--- src/verilog/pcw_pkg.sv ---
/*
  Constants shared by the single-wire pulse-count register writer.
  Assumes a 25 MHz system clock; durations are given in nanoseconds.
*/
package pcw_pkg;
  localparam int CLK_PERIOD_NS = 40;
  // Glitch, latch and end-of-frame windows (ns)
  localparam int GLITCH_NS     = 200;
  localparam int LATCH_NS      = 12000;
  localparam int END_NS        = 405000;
  localparam int GLITCH_CYC    = (GLITCH_NS + CLK_PERIOD_NS - 1) / CLK_PERIOD_NS;
  localparam int LATCH_CYC     = LATCH_NS / CLK_PERIOD_NS;
  localparam int END_CYC       = END_NS / CLK_PERIOD_NS;
  localparam int CNT_W         = 20;
  localparam int WORD_W        = 6;

  // Register addresses
  localparam logic [5:0] ADDR_FLASH   = 6'h01;
  localparam logic [5:0] ADDR_TORCH   = 6'h02;
  localparam logic [5:0] ADDR_GDUR    = 6'h03;
  localparam logic [5:0] ADDR_BATT    = 6'h04;
  localparam logic [5:0] ADDR_GCUR    = 6'h05;
  // Largest data accepted per register
  localparam logic [5:0] MAX_FLASH    = 6'h1f;
  localparam logic [5:0] MAX_TORCH    = 6'h1f;
  localparam logic [5:0] MAX_GDUR     = 6'h07;
  localparam logic [5:0] MAX_BATT     = 6'h09;
  localparam logic [5:0] MAX_GCUR     = 6'h05;
  // Reset values
  localparam logic [4:0] RST_FLASH    = 5'h04;
  localparam logic [4:0] RST_TORCH    = 5'h04;
  localparam logic [2:0] RST_GDUR     = 3'h7;
  localparam logic [3:0] RST_BATT     = 4'h1;
  localparam logic [2:0] RST_GCUR     = 3'h4;
  // Field positions
  localparam int GO_BIT               = 4;
  localparam int LEVEL_MSB            = 3;

  // Flash current in mA per level code
  localparam logic [10:0] FLASH_TOP_MA  = 11'h4b0;
  localparam logic [10:0] FLASH_STEP_MA = 11'h032;
  localparam logic [10:0] FLASH_14_MA   = 11'h190;
  localparam logic [10:0] FLASH_15_MA   = 11'h0fa;
  // Torch current in tenths of mA per level code
  localparam logic [11:0] TORCH_TOP_DMA  = 12'hbb8;
  localparam logic [11:0] TORCH_STEP_DMA = 12'h07d;
  localparam logic [11:0] TORCH_14_DMA   = 12'h3e8;
  localparam logic [11:0] TORCH_15_DMA   = 12'h271;
  localparam logic [3:0]  CODE_14        = 4'he;
  localparam logic [3:0]  CODE_15        = 4'hf;

  typedef enum logic [3:0] {
    PCW_IDLE  = 4'b0001,
    PCW_WORD  = 4'b0010,
    PCW_GAP   = 4'b0100,
    PCW_ERROR = 4'b1000
  } pcw_state_e;
endpackage

--- src/verilog/pcw_line_filter.sv ---
/*
  Line synchroniser and glitch filter for the pulse line.
  Assumes the line is synchronous-ish and sampled on clk; output is the
  filtered level, changing only after a stable run of GLITCH_CYC cycles.
*/
`timescale 1ns/1ps
`default_nettype none
module pcw_line_filter (
  // Clock and reset
  input  wire logic clk,
  input  wire logic reset,
  input  wire logic clk_en,
  // Line
  input  wire logic line_in,
  output logic      line_out
);
  logic                    sync_a;
  logic                    sync_b;
  logic [pcw_pkg::CNT_W-1:0] run;

  // Two-stage synchroniser
  always_ff @(posedge clk or posedge reset) begin
    if (reset) begin
      sync_a <= 1'b1;
      sync_b <= 1'b1;
    end else if (clk_en) begin
      sync_a <= line_in;
      sync_b <= sync_a;
    end
  end

  // Reject short glitches
  always_ff @(posedge clk or posedge reset) begin
    if (reset) begin
      run      <= '0;
      line_out <= 1'b1;
    end else if (clk_en) begin
      if (sync_b == line_out) begin
        run <= '0;
      end else if (run >= pcw_pkg::CNT_W'(pcw_pkg::GLITCH_CYC - 1)) begin
        run      <= '0;
        line_out <= sync_b;
      end else begin
        run <= run + 1'b1;
      end
    end
  end
endmodule // pcw_line_filter
`default_nettype wire

--- src/verilog/pcw_writer.sv ---
/*
  Single-wire pulse-count receiver and its five write-only control registers.
  Assumes the host drives the pulse line from a GPIO and keeps its own
  word spacing and stop time; the line idles high.
*/
//
// Behaviour
// Idle falling edge starts a frame
// First rising edge clears pulse counter
// Filter glitches below minimum low/high time
// Each rising edge adds one to word
// High past latch timeout stores shadow word
// Host sends address then data words
// Host holds high for end-of-frame stop
// Stop condition hands shadows to decoder
// Exactly two words, else discard frame
// Discard unknown address or invalid data
// Registers at addresses one to five
// Data above register maximum is discarded
// Flash resets to 4, bit4 enables
// Flash level code maps to current
// Torch resets to 4, bit4 enables
// Torch off when torch go bit zero
// Torch level code maps to current
// Long low enters shutdown, defaults restored
// Mid-length low aborts current frame
// Synchronise line, parameterised duration counters
`timescale 1ns/1ps
`default_nettype none
module pcw_writer #(
  parameter int END_CYCLES = pcw_pkg::END_CYC
) (
  // Clock and reset
  input  wire logic        clk,
  input  wire logic        reset,
  input  wire logic        clk_en,
  // Single-wire link
  input  wire logic        pulse_line,
  // Register contents
  output logic [4:0]       flash_enable_current,
  output logic [4:0]       torch_enable_current,
  output logic [2:0]       safety_timer_duration,
  output logic [3:0]       low_battery_threshold,
  output logic [2:0]       safety_timer_current_threshold,
  // Decoded controls
  output logic             flash_go_bit,
  output logic             torch_on,
  output logic [10:0]      flash_current_ma,
  output logic [11:0]      torch_current_dma,
  output logic             shutdown,
  output logic             frame_done
);
  localparam logic [pcw_pkg::CNT_W-1:0] LAT_LIM = pcw_pkg::CNT_W'(pcw_pkg::LATCH_CYC);
  localparam logic [pcw_pkg::CNT_W-1:0] END_LIM = pcw_pkg::CNT_W'(END_CYCLES);

  logic                         line_f;
  logic                         line_d;
  logic                         fall;
  logic                         rise;
  pcw_pkg::pcw_state_e          state;
  logic [pcw_pkg::CNT_W-1:0]    hi_cnt;
  logic [pcw_pkg::CNT_W-1:0]    lo_cnt;
  logic [pcw_pkg::WORD_W-1:0]   count;
  logic [pcw_pkg::WORD_W-1:0]   shadow_addr;
  logic [pcw_pkg::WORD_W-1:0]   shadow_data;
  logic [1:0]                   words;
  logic                         first_rise;
  logic                         latch_evt;
  logic                         stop_evt;
  logic                         abort_evt;
  logic                         shut_evt;
  logic                         commit;

  function automatic logic [5:0] max_for(input logic [5:0] addr);
    case (addr)
      pcw_pkg::ADDR_FLASH: max_for = pcw_pkg::MAX_FLASH;
      pcw_pkg::ADDR_TORCH: max_for = pcw_pkg::MAX_TORCH;
      pcw_pkg::ADDR_GDUR:  max_for = pcw_pkg::MAX_GDUR;
      pcw_pkg::ADDR_BATT:  max_for = pcw_pkg::MAX_BATT;
      pcw_pkg::ADDR_GCUR:  max_for = pcw_pkg::MAX_GCUR;
      default:             max_for = 6'h00;
    endcase
  endfunction

  function automatic logic addr_ok(input logic [5:0] addr);
    addr_ok = (addr >= pcw_pkg::ADDR_FLASH) && (addr <= pcw_pkg::ADDR_GCUR);
  endfunction

  pcw_line_filter u_filter (
    .clk      (clk),
    .reset    (reset),
    .clk_en   (clk_en),
    .line_in  (pulse_line),
    .line_out (line_f)
  );

  always_ff @(posedge clk or posedge reset) begin
    if (reset) begin
      line_d <= 1'b1;
    end else if (clk_en) begin
      line_d <= line_f;
    end
  end

  assign fall = line_d & ~line_f;
  assign rise = ~line_d & line_f;

  // Duration counters for high and low runs
  always_ff @(posedge clk or posedge reset) begin
    if (reset) begin
      hi_cnt <= '0;
      lo_cnt <= '0;
    end else if (clk_en) begin
      if (!line_f || rise) begin
        hi_cnt <= '0;
      end else if (hi_cnt != END_LIM) begin
        hi_cnt <= hi_cnt + 1'b1;
      end
      if (line_f || fall) begin
        lo_cnt <= '0;
      end else if (lo_cnt != END_LIM) begin
        lo_cnt <= lo_cnt + 1'b1;
      end
    end
  end

  // Events fire once as a counter crosses its limit
  assign latch_evt = line_f && (hi_cnt == LAT_LIM - 1'b1) && (state == pcw_pkg::PCW_WORD);
  assign stop_evt  = line_f && (hi_cnt == END_LIM - 1'b1) && (state == pcw_pkg::PCW_GAP);
  assign abort_evt = !line_f && (lo_cnt == LAT_LIM - 1'b1) && (state != pcw_pkg::PCW_IDLE);
  assign shut_evt  = !line_f && (lo_cnt == END_LIM - 1'b1);

  // Two words exactly, checked at stop
  // Known address and valid data only
  // Reject data above the register maximum
  assign commit = stop_evt && (words == 2'd2) && addr_ok(shadow_addr) &&
                  (shadow_data <= max_for(shadow_addr));

  // Frame start on idle falling edge
  // Long low aborts the frame
  always_ff @(posedge clk or posedge reset) begin
    if (reset) begin
      state <= pcw_pkg::PCW_IDLE;
    end else if (clk_en) begin
      case (state)
        pcw_pkg::PCW_IDLE: begin
          if (fall) begin
            state <= pcw_pkg::PCW_WORD;
          end
        end
        pcw_pkg::PCW_WORD: begin
          if (abort_evt) begin
            state <= pcw_pkg::PCW_ERROR;
          end else if (latch_evt) begin
            state <= pcw_pkg::PCW_GAP;
          end
        end
        pcw_pkg::PCW_GAP: begin
          if (abort_evt) begin
            state <= pcw_pkg::PCW_ERROR;
          end else if (stop_evt) begin
            state <= pcw_pkg::PCW_IDLE;
          end else if (fall) begin
            state <= pcw_pkg::PCW_WORD;
          end
        end
        pcw_pkg::PCW_ERROR: begin
          // Wait for the line to return high before idling
          if (line_f) begin
            state <= pcw_pkg::PCW_IDLE;
          end
        end
        default: state <= pcw_pkg::PCW_IDLE;
      endcase
    end
  end

  // First rising edge clears counter
  // Rising edge counts a pulse
  // Latch word into shadow
  always_ff @(posedge clk or posedge reset) begin
    if (reset) begin
      count       <= '0;
      first_rise  <= 1'b0;
      words       <= '0;
      shadow_addr <= '0;
      shadow_data <= '0;
    end else if (clk_en) begin
      if (state == pcw_pkg::PCW_IDLE && fall) begin
        first_rise <= 1'b1;
        words      <= '0;
      end
      if (state == pcw_pkg::PCW_GAP && fall) begin
        count <= '0;
      end else if (rise && state == pcw_pkg::PCW_WORD) begin
        first_rise <= 1'b0;
        // Saturate so an over-long word still fails the max check
        if (first_rise) begin
          count <= 6'h01;
        end else if (count != 6'h3f) begin
          count <= count + 1'b1;
        end
      end
      if (latch_evt) begin
        if (words == 2'd0) begin
          shadow_addr <= count;
        end else if (words == 2'd1) begin
          shadow_data <= count;
        end
        if (words != 2'd3) begin
          words <= words + 1'b1;
        end
      end
    end
  end

  // Stop condition starts register update
  // Write the addressed register
  // Shutdown restores defaults
  always_ff @(posedge clk or posedge reset) begin
    if (reset) begin
      flash_enable_current           <= pcw_pkg::RST_FLASH;
      torch_enable_current           <= pcw_pkg::RST_TORCH;
      safety_timer_duration          <= pcw_pkg::RST_GDUR;
      low_battery_threshold          <= pcw_pkg::RST_BATT;
      safety_timer_current_threshold <= pcw_pkg::RST_GCUR;
    end else if (clk_en) begin
      if (shut_evt) begin
        flash_enable_current           <= pcw_pkg::RST_FLASH;
        torch_enable_current           <= pcw_pkg::RST_TORCH;
        safety_timer_duration          <= pcw_pkg::RST_GDUR;
        low_battery_threshold          <= pcw_pkg::RST_BATT;
        safety_timer_current_threshold <= pcw_pkg::RST_GCUR;
      end else if (commit) begin
        case (shadow_addr)
          pcw_pkg::ADDR_FLASH: flash_enable_current <= shadow_data[4:0];
          pcw_pkg::ADDR_TORCH: torch_enable_current <= shadow_data[4:0];
          pcw_pkg::ADDR_GDUR:  safety_timer_duration <= shadow_data[2:0];
          pcw_pkg::ADDR_BATT:  low_battery_threshold <= shadow_data[3:0];
          pcw_pkg::ADDR_GCUR:  safety_timer_current_threshold <= shadow_data[2:0];
          default: ;
        endcase
      end
    end
  end

  // Shutdown flag holds until the line returns high
  always_ff @(posedge clk or posedge reset) begin
    if (reset) begin
      shutdown   <= 1'b0;
      frame_done <= 1'b0;
    end else if (clk_en) begin
      frame_done <= commit;
      if (shut_evt) begin
        shutdown <= 1'b1;
      end else if (line_f) begin
        shutdown <= 1'b0;
      end
    end
  end

  // Flash go bit is bit 4
  assign flash_go_bit = flash_enable_current[pcw_pkg::GO_BIT];
  // Torch go bit is bit 4
  // Torch dark while go bit zero
  assign torch_on = torch_enable_current[pcw_pkg::GO_BIT];

  // Flash level code to current
  always_ff @(posedge clk or posedge reset) begin
    if (reset) begin
      flash_current_ma <= '0;
    end else if (clk_en) begin
      case (flash_enable_current[pcw_pkg::LEVEL_MSB:0])
        pcw_pkg::CODE_14: flash_current_ma <= pcw_pkg::FLASH_14_MA;
        pcw_pkg::CODE_15: flash_current_ma <= pcw_pkg::FLASH_15_MA;
        default: flash_current_ma <= pcw_pkg::FLASH_TOP_MA - 11'(pcw_pkg::FLASH_STEP_MA *
                   flash_enable_current[pcw_pkg::LEVEL_MSB:0]);
      endcase
    end
  end

  // Torch level code to current
  always_ff @(posedge clk or posedge reset) begin
    if (reset) begin
      torch_current_dma <= '0;
    end else if (clk_en) begin
      case (torch_enable_current[pcw_pkg::LEVEL_MSB:0])
        pcw_pkg::CODE_14: torch_current_dma <= pcw_pkg::TORCH_14_DMA;
        pcw_pkg::CODE_15: torch_current_dma <= pcw_pkg::TORCH_15_DMA;
        default: torch_current_dma <= pcw_pkg::TORCH_TOP_DMA - 12'(pcw_pkg::TORCH_STEP_DMA *
                   torch_enable_current[pcw_pkg::LEVEL_MSB:0]);
      endcase
    end
  end

  // Over-range data leaves flash and torch registers alone
  chk_no_bad_write: assert property (@(posedge clk) disable iff (reset)
    (stop_evt && clk_en && (shadow_data > max_for(shadow_addr)) && !shut_evt)
      |=> $stable(flash_enable_current) && $stable(torch_enable_current))
    else $error("over-range data changed a register");

  // Commit only with two words
  chk_two_words: assert property (@(posedge clk) disable iff (reset)
    commit |-> (words == 2'd2))
    else $error("commit without exactly two words");

  // Flash write lands next cycle
  chk_flash_write: assert property (@(posedge clk) disable iff (reset)
    (commit && clk_en && shadow_addr == pcw_pkg::ADDR_FLASH && !shut_evt)
      |=> flash_enable_current == $past(shadow_data[4:0]))
    else $error("flash register not written");

  // Shutdown restores defaults
  chk_shutdown_dflt: assert property (@(posedge clk) disable iff (reset)
    (shut_evt && clk_en) |=> (flash_enable_current == pcw_pkg::RST_FLASH) &&
      (torch_enable_current == pcw_pkg::RST_TORCH) && shutdown)
    else $error("shutdown did not restore defaults");

  // Long low aborts the frame
  chk_abort_frame: assert property (@(posedge clk) disable iff (reset)
    (abort_evt && clk_en) |=> (state == pcw_pkg::PCW_ERROR))
    else $error("long low did not abort frame");

  // Torch follows its go bit
  chk_torch_off: assert property (@(posedge clk) disable iff (reset)
    !torch_enable_current[pcw_pkg::GO_BIT] |-> !torch_on)
    else $error("torch lit with go bit clear");

  // Latch stores count into shadow
  chk_latch_addr: assert property (@(posedge clk) disable iff (reset)
    (latch_evt && clk_en && words == 2'd0) |=> (shadow_addr == $past(count)) && (words == 2'd1))
    else $error("address word not latched");

  // Bad address leaves registers alone
  chk_bad_addr: assert property (@(posedge clk) disable iff (reset)
    (stop_evt && !addr_ok(shadow_addr)) |-> !commit)
    else $error("write to unknown address");
endmodule // pcw_writer
`default_nettype wire

--- config.mk ---
export PLATFORM = sky130hd
export DESIGN_NAME = pcw_writer
export DESIGN_NICKNAME = d
export VERILOG_FILES = /design/src/verilog/pcw_pkg.sv /design/src/verilog/pcw_line_filter.sv /design/src/verilog/pcw_writer.sv
export SDC_FILE = /design/constraint.sdc
export NUM_CORES = 1
export LEC_CHECK = 0
export BUFFER_PORTS_ARGS = -buffer_cell sky130_fd_sc_hd__buf_2
export CAP_MARGIN = 0
export CORE_MARGIN = 2
export CORE_UTILIZATION = 37
export DETAILED_ROUTE_END_ITERATION = 8
export GPL_TIMING_DRIVEN = 0
export PLACE_DENSITY = 0.66
export SYNTH_ARGS = -nofsm -noshare
export SYNTH_HDL_FRONTEND = slang
export SYNTH_HIERARCHICAL = 1
export SYNTH_SLANG_ARGS = --single-unit
export TNS_END_PERCENT = 50
--- constraint.sdc ---
create_clock -name clk -period 3.45 [get_ports clk]
set_clock_uncertainty 0.2 [all_clocks]
set_input_delay 0.345 -clock clk [delete_from_list [all_inputs] [get_ports clk]]
set_output_delay 0.345 -clock clk [all_outputs]
set_load 0.1 [all_outputs]
After elaboration in Yosys (flattened, before gate mapping)
Cells that the tools add are included.
{ "word_totals": {"regBits": 134, "input_bits": 4, "word_cells": 154} }
{ "op_classes": {"n_addsub": 7, "mul": 2, "order_cmp": 4, "eq_ne": 27, "mux": 43, "bitwise_logic": 6, "n_reduce_logical": 43} }
{ "op_table": {"columns": ["cell", "n"], "rows": [
  ["20-bit 2-to-1 mux", 6],
  ["20-bit by 1-bit adder with 20-bit output, second input constant", 3],
  ["20-bit by 14-bit == test with 1-bit output, second input constant", 2],
  ["20-bit by 9-bit == test with 1-bit output, second input constant", 2],
  ["20-bit by 14-bit inequality test with 1-bit output, second input constant", 2],
  ["4-bit 2-to-1 mux", 9],
  ["5-bit 2-to-1 mux", 6],
  ["3-bit AND reduction", 9],
  ["6-bit 2-to-1 mux", 4],
  ["12-bit case mux with 2 select lines", 1],
  ["11-bit case mux with 2 select lines", 1],
  ["4-bit == test, second input constant", 5],
  ["20-bit by 3-bit greater-or-equal comparator with 1-bit output, second input constant", 1],
  ["5-bit case mux with 4 select lines", 1],
  ["2-bit nonzero test", 10],
  ["3-bit 2-to-1 mux", 6],
  ["4-bit case mux with 4 select lines", 1],
  ["1-bit logical AND", 14],
  ["6-bit by 2-bit == test with 1-bit output, second input constant", 2],
  ["6-bit by 3-bit == test with 1-bit output, second input constant", 2],
  ["12-bit by 11-bit subtractor with 12-bit output, first input constant", 1],
  ["7-bit by 4-bit multiplier with 11-bit output, first input constant", 1],
  ["11-bit by 10-bit subtractor with 11-bit output, first input constant", 1],
  ["5-bit by 4-bit multiplier with 9-bit output, first input constant", 1],
  ["28 further kinds", 41]
]} }

Longest topological paths before layout
Gate-level depths: netlist of run 1.
{ "depth": {"word_depth": 8, "mapped_depth": 13, "mapped_depth_nobuf": 13} }

By module
The synthesis of run 1 kept the hierarchy.
{ "by_module_without_submodules": {"columns": ["module", "instances", "cells_per_inst", "area_per_inst_um2", "seq_area_each_um2"], "rows": [
  ["pcw_writer", 1, 729, 6970.4, 2763.9],
  ["pcw_line_filter", 1, 64, 885.8, 579.3]
]} }

Worst setup path before layout of run 1
Ideal clock, no wire load.
{ "synth_timing": {"kind": "reg-to-reg", "start": "register torch_enable_current[3]", "end": "register torch_current_dma[9]", "arrival_ns": 3.688, "slack_ns": -0.558, "path_stages_with_launch": 11, "path_buffers": 0, "path_cell_list": "dfrtp_1 inv_1 fa_1 fa_1 inv_1 ha_1 ha_1 nand2_1 o21ai_0 or4_1 and3_1"} }
{ "synth_via": {"elab_chain_len": 3, "elab_cells_between_ends": 5, "classes_between": "add/sub: 1; mul: 1; eq/ne: 2; mux: 1"} }
{ "synth_rtl": {"columns": ["item", "line_no", "text"], "rows": [
  ["from (decl)", "pcw_writer.sv:41", "output logic [4:0] torch_enable_current,"],
  ["from (signal assigned)", "pcw_writer.sv:223", "torch_enable_current <= pcw_pkg::RST_TORCH;"],
  ["from (signal assigned)", "pcw_writer.sv:230", "torch_enable_current <= pcw_pkg::RST_TORCH;"],
  ["from (signal assigned)", "pcw_writer.sv:237", "pcw_pkg::ADDR_TORCH: torch_enable_current <= shadow_data[4:0];"],
  ["7-bit by 4-bit multiplier with 11-bit output", "pcw_writer.sv:290", "default: torch_current_dma <= pcw_pkg::TORCH_TOP_DMA - 12'(pcw_pkg::TORCH_STEP_DMA *"],
  ["12-bit by 11-bit subtractor with 12-bit output", "pcw_writer.sv:290", null],
  ["12-bit case mux with 2 select lines (*)", "pcw_writer.sv:287", "case (torch_enable_current[pcw_pkg::LEVEL_MSB:0])"],
  ["to (signal assigned)", "pcw_writer.sv:288", "pcw_pkg::CODE_14: torch_current_dma <= pcw_pkg::TORCH_14_DMA;"],
  ["to (signal assigned)", "pcw_writer.sv:289", "pcw_pkg::CODE_15: torch_current_dma <= pcw_pkg::TORCH_15_DMA;"],
  ["to (signal assigned)", "pcw_writer.sv:290", null],
  ["to (decl)", "pcw_writer.sv:49", "output logic [11:0] torch_current_dma,"]
]} }
Mark *: on every way between the ends. The rest lies on a longest branch, timed or not.
A chain may end at the register's enable or synchronous reset.

Final worst setup path of run 1
{ "layout_timing": {"start": "register torch_enable_current[2]", "end": "register torch_current_dma[9]"} }
The elaborated chain is that of the path after synthesis.

==> results of run 1 <==
-- power by group --
group / internal, mW / switching [mW] / leakage, nW
clock network: 0.967 / 0.812 / 0.283
registers: 1.73 / 0.134 / 1.74
logic: 0.444 / 1.16 / 2.24
-- registers in the layout (all words and copies together), names as in the netlist, 2 cells and up --
| register | cells |
|---|---|
| hi_cnt | 20 |
| u_filter/run | 20 |
| safety_timer_duration | 3 |
| safety_timer_current_threshold | 3 |
| state | 4 |
| flash_current_ma | 10 |
| low_battery_threshold | 4 |
| shadow_addr | 6 |
| count | 6 |
| torch_current_dma | 12 |
| lo_cnt | 20 |
| words | 2 |
| flash_enable_current | 5 |
| shadow_data | 6 |
| torch_enable_current | 5 |
-- worst max-delay path by stage --
stage / depth (start not counted) / to / slack [ns] / from
after floorplan: 10 / torch_current_dma[9]$_DFFE_PP0P_ / -0.10 / torch_enable_current[3]$_DFFE_PP0P_
after CTS: 10 / torch_current_dma[9]$_DFFE_PP0P_ / 0.006 / torch_enable_current[2]$_DFFE_PP1P_
after global routing: 12 / torch_current_dma[9]$_DFFE_PP0P_ / -0.01 / torch_enable_current[2]$_DFFE_PP1P_
final: 12 / torch_current_dma[9]$_DFFE_PP0P_ / 0.09 / torch_enable_current[2]$_DFFE_PP1P_
after global placement: 10 / torch_current_dma[9]$_DFFE_PP0P_ / -0.13 / torch_enable_current[2]$_DFFE_PP1P_
after detailed placement: 10 / torch_current_dma[9]$_DFFE_PP0P_ / -0.16 / torch_enable_current[2]$_DFFE_PP1P_
-- metrics by stage --
stage / hold WS (ns) / setup TNS (ns) / setup WS [ns] / cells
final: 0.214 / 0 / 0.0901 / 1156
after floorplan: 0.145 / -0.103 / -0.103 / 793
after CTS: 0.220 / 0 / 0.00606 / 1155
after global routing: 0.256 / -0.00977 / -0.00977 / 1156
after detailed placement: 0.223 / -0.167 / -0.162 / 1120
after global placement: 0.262 / -0.131 / -0.131 / 1117
-- critical path, cell delays in order, from the launching register on --
cell and delay, ns:
dfstp_4 0.64, inv_4 0.05, ha_1 0.29, inv_1 0.06, fa_1 0.52, inv_1 0.04
ha_1 0.28, inv_1 0.10, ha_4 0.23, a21oi_1 0.16, o21ai_2 0.10, or4_1 0.41
and3_1 0.19
-- routing by layer --
metal | vias to the layer above | share of wire
li1 | 2992 | -
met1 | 3125 | 0.46
met2 | 117 | 0.48
met3 | 23 | 0.040
met4 | 0 | 0.015
met5 | - | 0
-- area by class of cell --
| type | count | area [um2] |
|---|---|---|
| clock buffer | 17 | 425 |
| tap | 275 | 344 |
| timing repair buffer | 56 | 348 |
| clock inverter | 15 | 148 |
| buffer | 31 | 134 |
| fill | 2034 | 11700 |
| inverter | 54 | 209 |
| sequential | 133 | 3350 |
| multi-input combinational | 575 | 4270 |
-- kinds of logic (layout without fill, tap and decap cells) --
kind of cell / after synthesis / after routing / synth area share
fa+ha+maj: 61 / 61 / 0.105
compound gates: 164 / 164 / 0.134
mux: 41 / 41 / 0.0591
flops: 133 / 133 / 0.426
other cells: 1 / 1 / 0.000477
xor+xnor: 22 / 22 / 0.0245
simple gates: 286 / 286 / 0.209
buf+inv: 85 / 173 / 0.0428
-- what timing repair did --
action,4_1_cts,5_1_grt
endpoints found under the setup margin,7,12
hold buffers,2,0
pin swaps,0,2
hold endpoints to repair,40,0
buffers inserted,1,1
resized for setup,3,9
-- cell usage in the layout (no fill, tap or decap), types with 12 or more instances in the layout --
cell type	synthesis	routed
dfrtp_1	121	119
nor2_1	57	57
buf_2	4	53
inv_1	53	50
ha_1	53	49
nand2_1	46	46
o21ai_0	46	45
a21oi_1	43	41
nand3_1	30	30
nor2b_1	29	29
mux2_2	27	27
clkbuf_1	22	22
and3_1	21	21
clkbuf_16	0	17
or3_1	16	16
o31ai_1	16	16
nand4_1	13	13
or4_1	12	12
xor2_1	12	12
==> results.cfg, run 1 <==
[floorplanning]
die_h_um = 150
rows = 53
core_um2 = 21000
start_util = 0.375
dieArea_um2 = 22400
ios = 51
fp.dieW_um = 150

[grt]
use_met1 = 0.225
grt_antenna_before_repair = 0
overflow = 0
top_usage_layer = met2
grt_use_met2 = 0.286
globalRouteMet3Util = 0.0372
grt_usage = 0.172
grt_pass1_vias = 6222
grt_pass1_wl_um = 31000
grt_max_degree = 43

[cells_and_area]
nets = 933
fin_area_um2 = 9220
utilization = 0.440
insertedDiodeCount = 0
post_route_cells_drive_above_1_share = 0.198
area_growth_pct = 17.4

[power]
p_total_mw = 5.24
ir_drop_uv = 386
p_leak_nw = 4.26
power.density_nw_per_um2 = 568

[setup_path]
critical_path_required_ns = 3.56
cp.arrival_ns = 3.47
timing.rr.start = torch_enable_current[2]$_DFFE_PP1P_
worst-setup-path-type = register to register
r2r_end = torch_current_dma[9]$_DFFE_PP0P_
critPathCaptureType = register
cp_max_fo = 6
ff2ff_path_depth = 12
r2r_slack_ns = 0.09
critPathLaunchType = register

[hold_path]
hold_class = primary input to register
worstHoldStart = clk_en
holdPathEnd = u_filter/run[2]$_DFFE_PP0P_
min_path_cells = 3

[routing]
vias_per_cell = 5.41
wl_um = 18400
dr_total_vias = 6257
post_drt_wl_per_cell_um = 15.9
drt_iter0_drc = 392
ant_nets = 0
drc = 0
drt-pass1-iter-count = 5

[cts]
clk_path_buf_depth = 2
clock_latency_ns = 0.43
htree_levels = 4
cts_buffers = 17
cts_root_buffer = clkbuf_16
clkTransAtPathRegs_ns = 0.07
cts.sinks = 133
cts_tree = yes

[timing]
finalMaxSlewViolations = 0
max_freq_mhz = 298
max_slew.worst_pin.slew_ns = 0.842
setup_violations = 0
period_minus_slack_ns = 3.36
period_share = 0.974
max-slew-margin-rel = 0.438
hold_violations = 0

[synthesis]
ys_types = 68
synth_top_area_frac = 0.385
ys.flop_type = dfrtp_1
ys_seq_area_frac = 0.426
syn_nets = 858
syn_area_um2 = 7860
yosysMostFrequentCell = dfrtp_1
synthArstFlopShare = 1.00
synth-seq-cells = 133
yosysWarnings = 6
postSynthAreaPerCell_um2 = 9.91
synth_common_cells = dfrtp_1, nor2_1, ha_1, inv_1
yosysTopAreaCell = dfrtp_1
yosys-top-cells-area = dfrtp_1, ha_1, dfstp_2, mux2_2, o21ai_0
syn_inst = 793
synth-edff-count = 0

[outcome]
status = completed

[job]
drv_cap = 0

[placement]
placed_area_um2 = 8550
io_buffer_count = 49
hpwl_um = 13400
gp_congestion = 0.832
Power figures use the tool's default switching activity.
==> run 2, diff against run 1 <==
--- a/config.mk
+++ b/config.mk
@@ -7,3 +7,2 @@
 export LEC_CHECK = 0
-export BUFFER_PORTS_ARGS = -buffer_cell sky130_fd_sc_hd__buf_2
 export CAP_MARGIN = 0
@@ -12,4 +11,5 @@
 export DETAILED_ROUTE_END_ITERATION = 8
+export DONT_BUFFER_PORTS = 1
 export GPL_TIMING_DRIVEN = 0
-export PLACE_DENSITY = 0.66
+export PLACE_DENSITY = 0.64
 export SYNTH_ARGS = -nofsm -noshare
==> constraint.sdc (replaced) <==
create_clock -name clk -period 3.45 [get_ports clk]
set_clock_uncertainty 0.2 [all_clocks]
set_input_delay 0.69 -clock clk [delete_from_list [all_inputs] [get_ports clk]]
set_output_delay 0.69 -clock clk [all_outputs]
set_load 0.1 [all_outputs]
==> run 2 against run 1 <==
The run now ends with negative setup slack left; register-to-register slack got worse by 0.15 ns; sequential power grew 31%; worst setup slack got worse by 0.15 ns; largest cell class unchanged.
==> results.cfg, run 2 (synthesis results as in run 1) <==
[grt]
grt_pass1_vias = 6032
grt_antenna_before_repair = 0
grt_max_degree = 41
grt_pass1_wl_um = 31400
grt_usage = 0.175
overflow = 0

[routing]
drt_iter0_drc = 486
drc = 0
vias_per_cell = 5.42
post_drt_wl_per_cell_um = 16.8
wl_um = 18500
dr_total_vias = 5991
ant_nets = 0
drt-pass1-iter-count = 5

[setup_path]
r2r_slack_ns = -0.06
critPathLaunchType = register
timing.rr.start = torch_enable_current[2]$_DFFE_PP1P_
ff2ff_path_depth = 10
cp.arrival_ns = 3.62
cp_max_fo = 7
crit_path_cell_trace = inv_6 > fa_2 > fa_2 > inv_2 > ha_4 > ha_4 > nand2_2 > o21ai_2 > or4_1 > and3_1
slowest_stage = dfstp_4
critPathCaptureType = register
r2r_end = torch_current_dma[9]$_DFFE_PP0P_
cp_num_buf_inv = 2
worst_path_largest_cell_delay_ns = 0.85
critical_path_required_ns = 3.56
path_delay_family = adder cells
worst-setup-path-type = register to register

[floorplanning]
start_util = 0.375
core_um2 = 21000
dieArea_um2 = 22400
die_h_um = 150
fp.dieW_um = 150
ios = 51
rows = 53

[power]
ir_drop_uv = 371
power.density_nw_per_um2 = 585
p_leak_nw = 4.03
p_total_mw = 5.27

[placement]
io_buffer_count = 0
hpwl_um = 13200
placed_area_um2 = 8280
gp_congestion = 0.840

[cells_and_area]
post_route_cells_drive_above_1_share = 0.168
layout_top_registers = hi_cnt (20), lo_cnt (20), u_filter/run (20)
final_cell_mix = dfrtp_1, nor2_1, ha_1
area_growth_pct = 14.7
nets = 883
fin_area_um2 = 9010
insertedDiodeCount = 0
layout_commonest_cell = dfrtp_1

[timing]
setup_ws_ns = -0.0561
finalMaxSlewViolations = 0
period_minus_slack_ns = 3.51
max_slew.worst_pin.slew_ns = 1.05
period_share = 1.02
hold_violations = 0
setup_violations = 1
max_freq_mhz = 285
rsz0062_at_grt = yes
max-slew-margin-rel = 0.297

[cts]
cts.sinks = 133
clk_path_buf_depth = 2
cts_root_buffer = clkbuf_16
clock_latency_ns = 0.42
htree_levels = 4
cts_tree = yes
clkTransAtPathRegs_ns = 0.06
cts_buffers = 17
cts_hold_buf = 0

[outcome]
status = complete, but fails checks
violations = negative setup slack

[job]
drv_cap = 0

[hold_path]
hold_class = primary input to asynchronous set/reset pin
## run 2: cell count changes in the layout (fill, tap and decap cells not counted), moves of 3 or more
cell,previous run,this run
inv_2,1,5
a21oi_2,2,5
buf_2,53,4
dfrtp_1,119,116
a21oi_1,41,38
inv_8,7,1
inv_1,50,46
## run 2: area by class of cell
class / count / area [um2]
clock buffers: 19 / 443
inverters: 54 / 211
flip-flops and latches: 133 / 3360
well taps: 275 / 344
multi-input cells: 575 / 4310
repair buffers: 6 / 66.3
plain buffers: 31 / 134
fillers: 2022 / 11900
clock inverters: 13 / 149
## run 2: per-layer routing
| layer | vias up | wire [um] | global-route usage |
|---|---|---|---|
| met3 | 33 | 1130 | 0.0451 |
| met5 | - | 0 | 0 |
| met1 | 2904 | 8480 | 0.233 |
| met2 | 162 | 8500 | 0.277 |
| li1 | 2892 | - | - |
| met4 | 0 | 419 | 0.0613 |
## run 2: how the worst max path moves through the flow
stage	from	endpoint	slack (ns)	cells after the start
2_1_floorplan	torch_enable_current[3]$_DFFE_PP0P_	torch_current_dma[9]$_DFFE_PP0P_	-0.10	10
5_1_grt	torch_enable_current[2]$_DFFE_PP1P_	torch_current_dma[9]$_DFFE_PP0P_	-0.19	10
4_1_cts	torch_enable_current[2]$_DFFE_PP1P_	torch_current_dma[9]$_DFFE_PP0P_	-0.09	10
3_5_place_dp	torch_enable_current[0]$_DFFE_PP0P_	torch_current_dma[9]$_DFFE_PP0P_	-0.47	8
6_report	torch_enable_current[2]$_DFFE_PP1P_	torch_current_dma[9]$_DFFE_PP0P_	-0.06	10
3_3_place_gp	torch_enable_current[0]$_DFFE_PP0P_	torch_current_dma[9]$_DFFE_PP0P_	-0.44	8
## run 2: repair_timing
action,in CTS,in global routing
gates resized for setup,27,7
endpoints found under the setup margin,11,15
setup buffers,3,1
hold endpoints to repair,0,0
pin swaps,16,12
## run 2: metrics by stage
step / util / setup WS, ns / setup TNS [ns] / hold slack, ns / cells
after floorplan: - / -0.103 / -0.103 / 0.265 / 793
after global routing: 0.430 / -0.192 / -0.440 / 0.174 / 1106
after global placement: 0.393 / -0.441 / -1.21 / 0.282 / 1068
after CTS: 0.429 / -0.0860 / -0.159 / 0.131 / 1105
final: 0.430 / -0.0561 / -0.0561 / 0.112 / 1106
after detailed placement: 0.395 / -0.466 / -1.37 / 0.293 / 1070
## run 2: report_power, final
group / switching (mW) / internal [mW] / leakage (nW)
logic: 0.592 / 0.422 / 2.01
clock network: 0.737 / 1.10 / 0.286
registers: 0.709 / 1.72 / 1.74
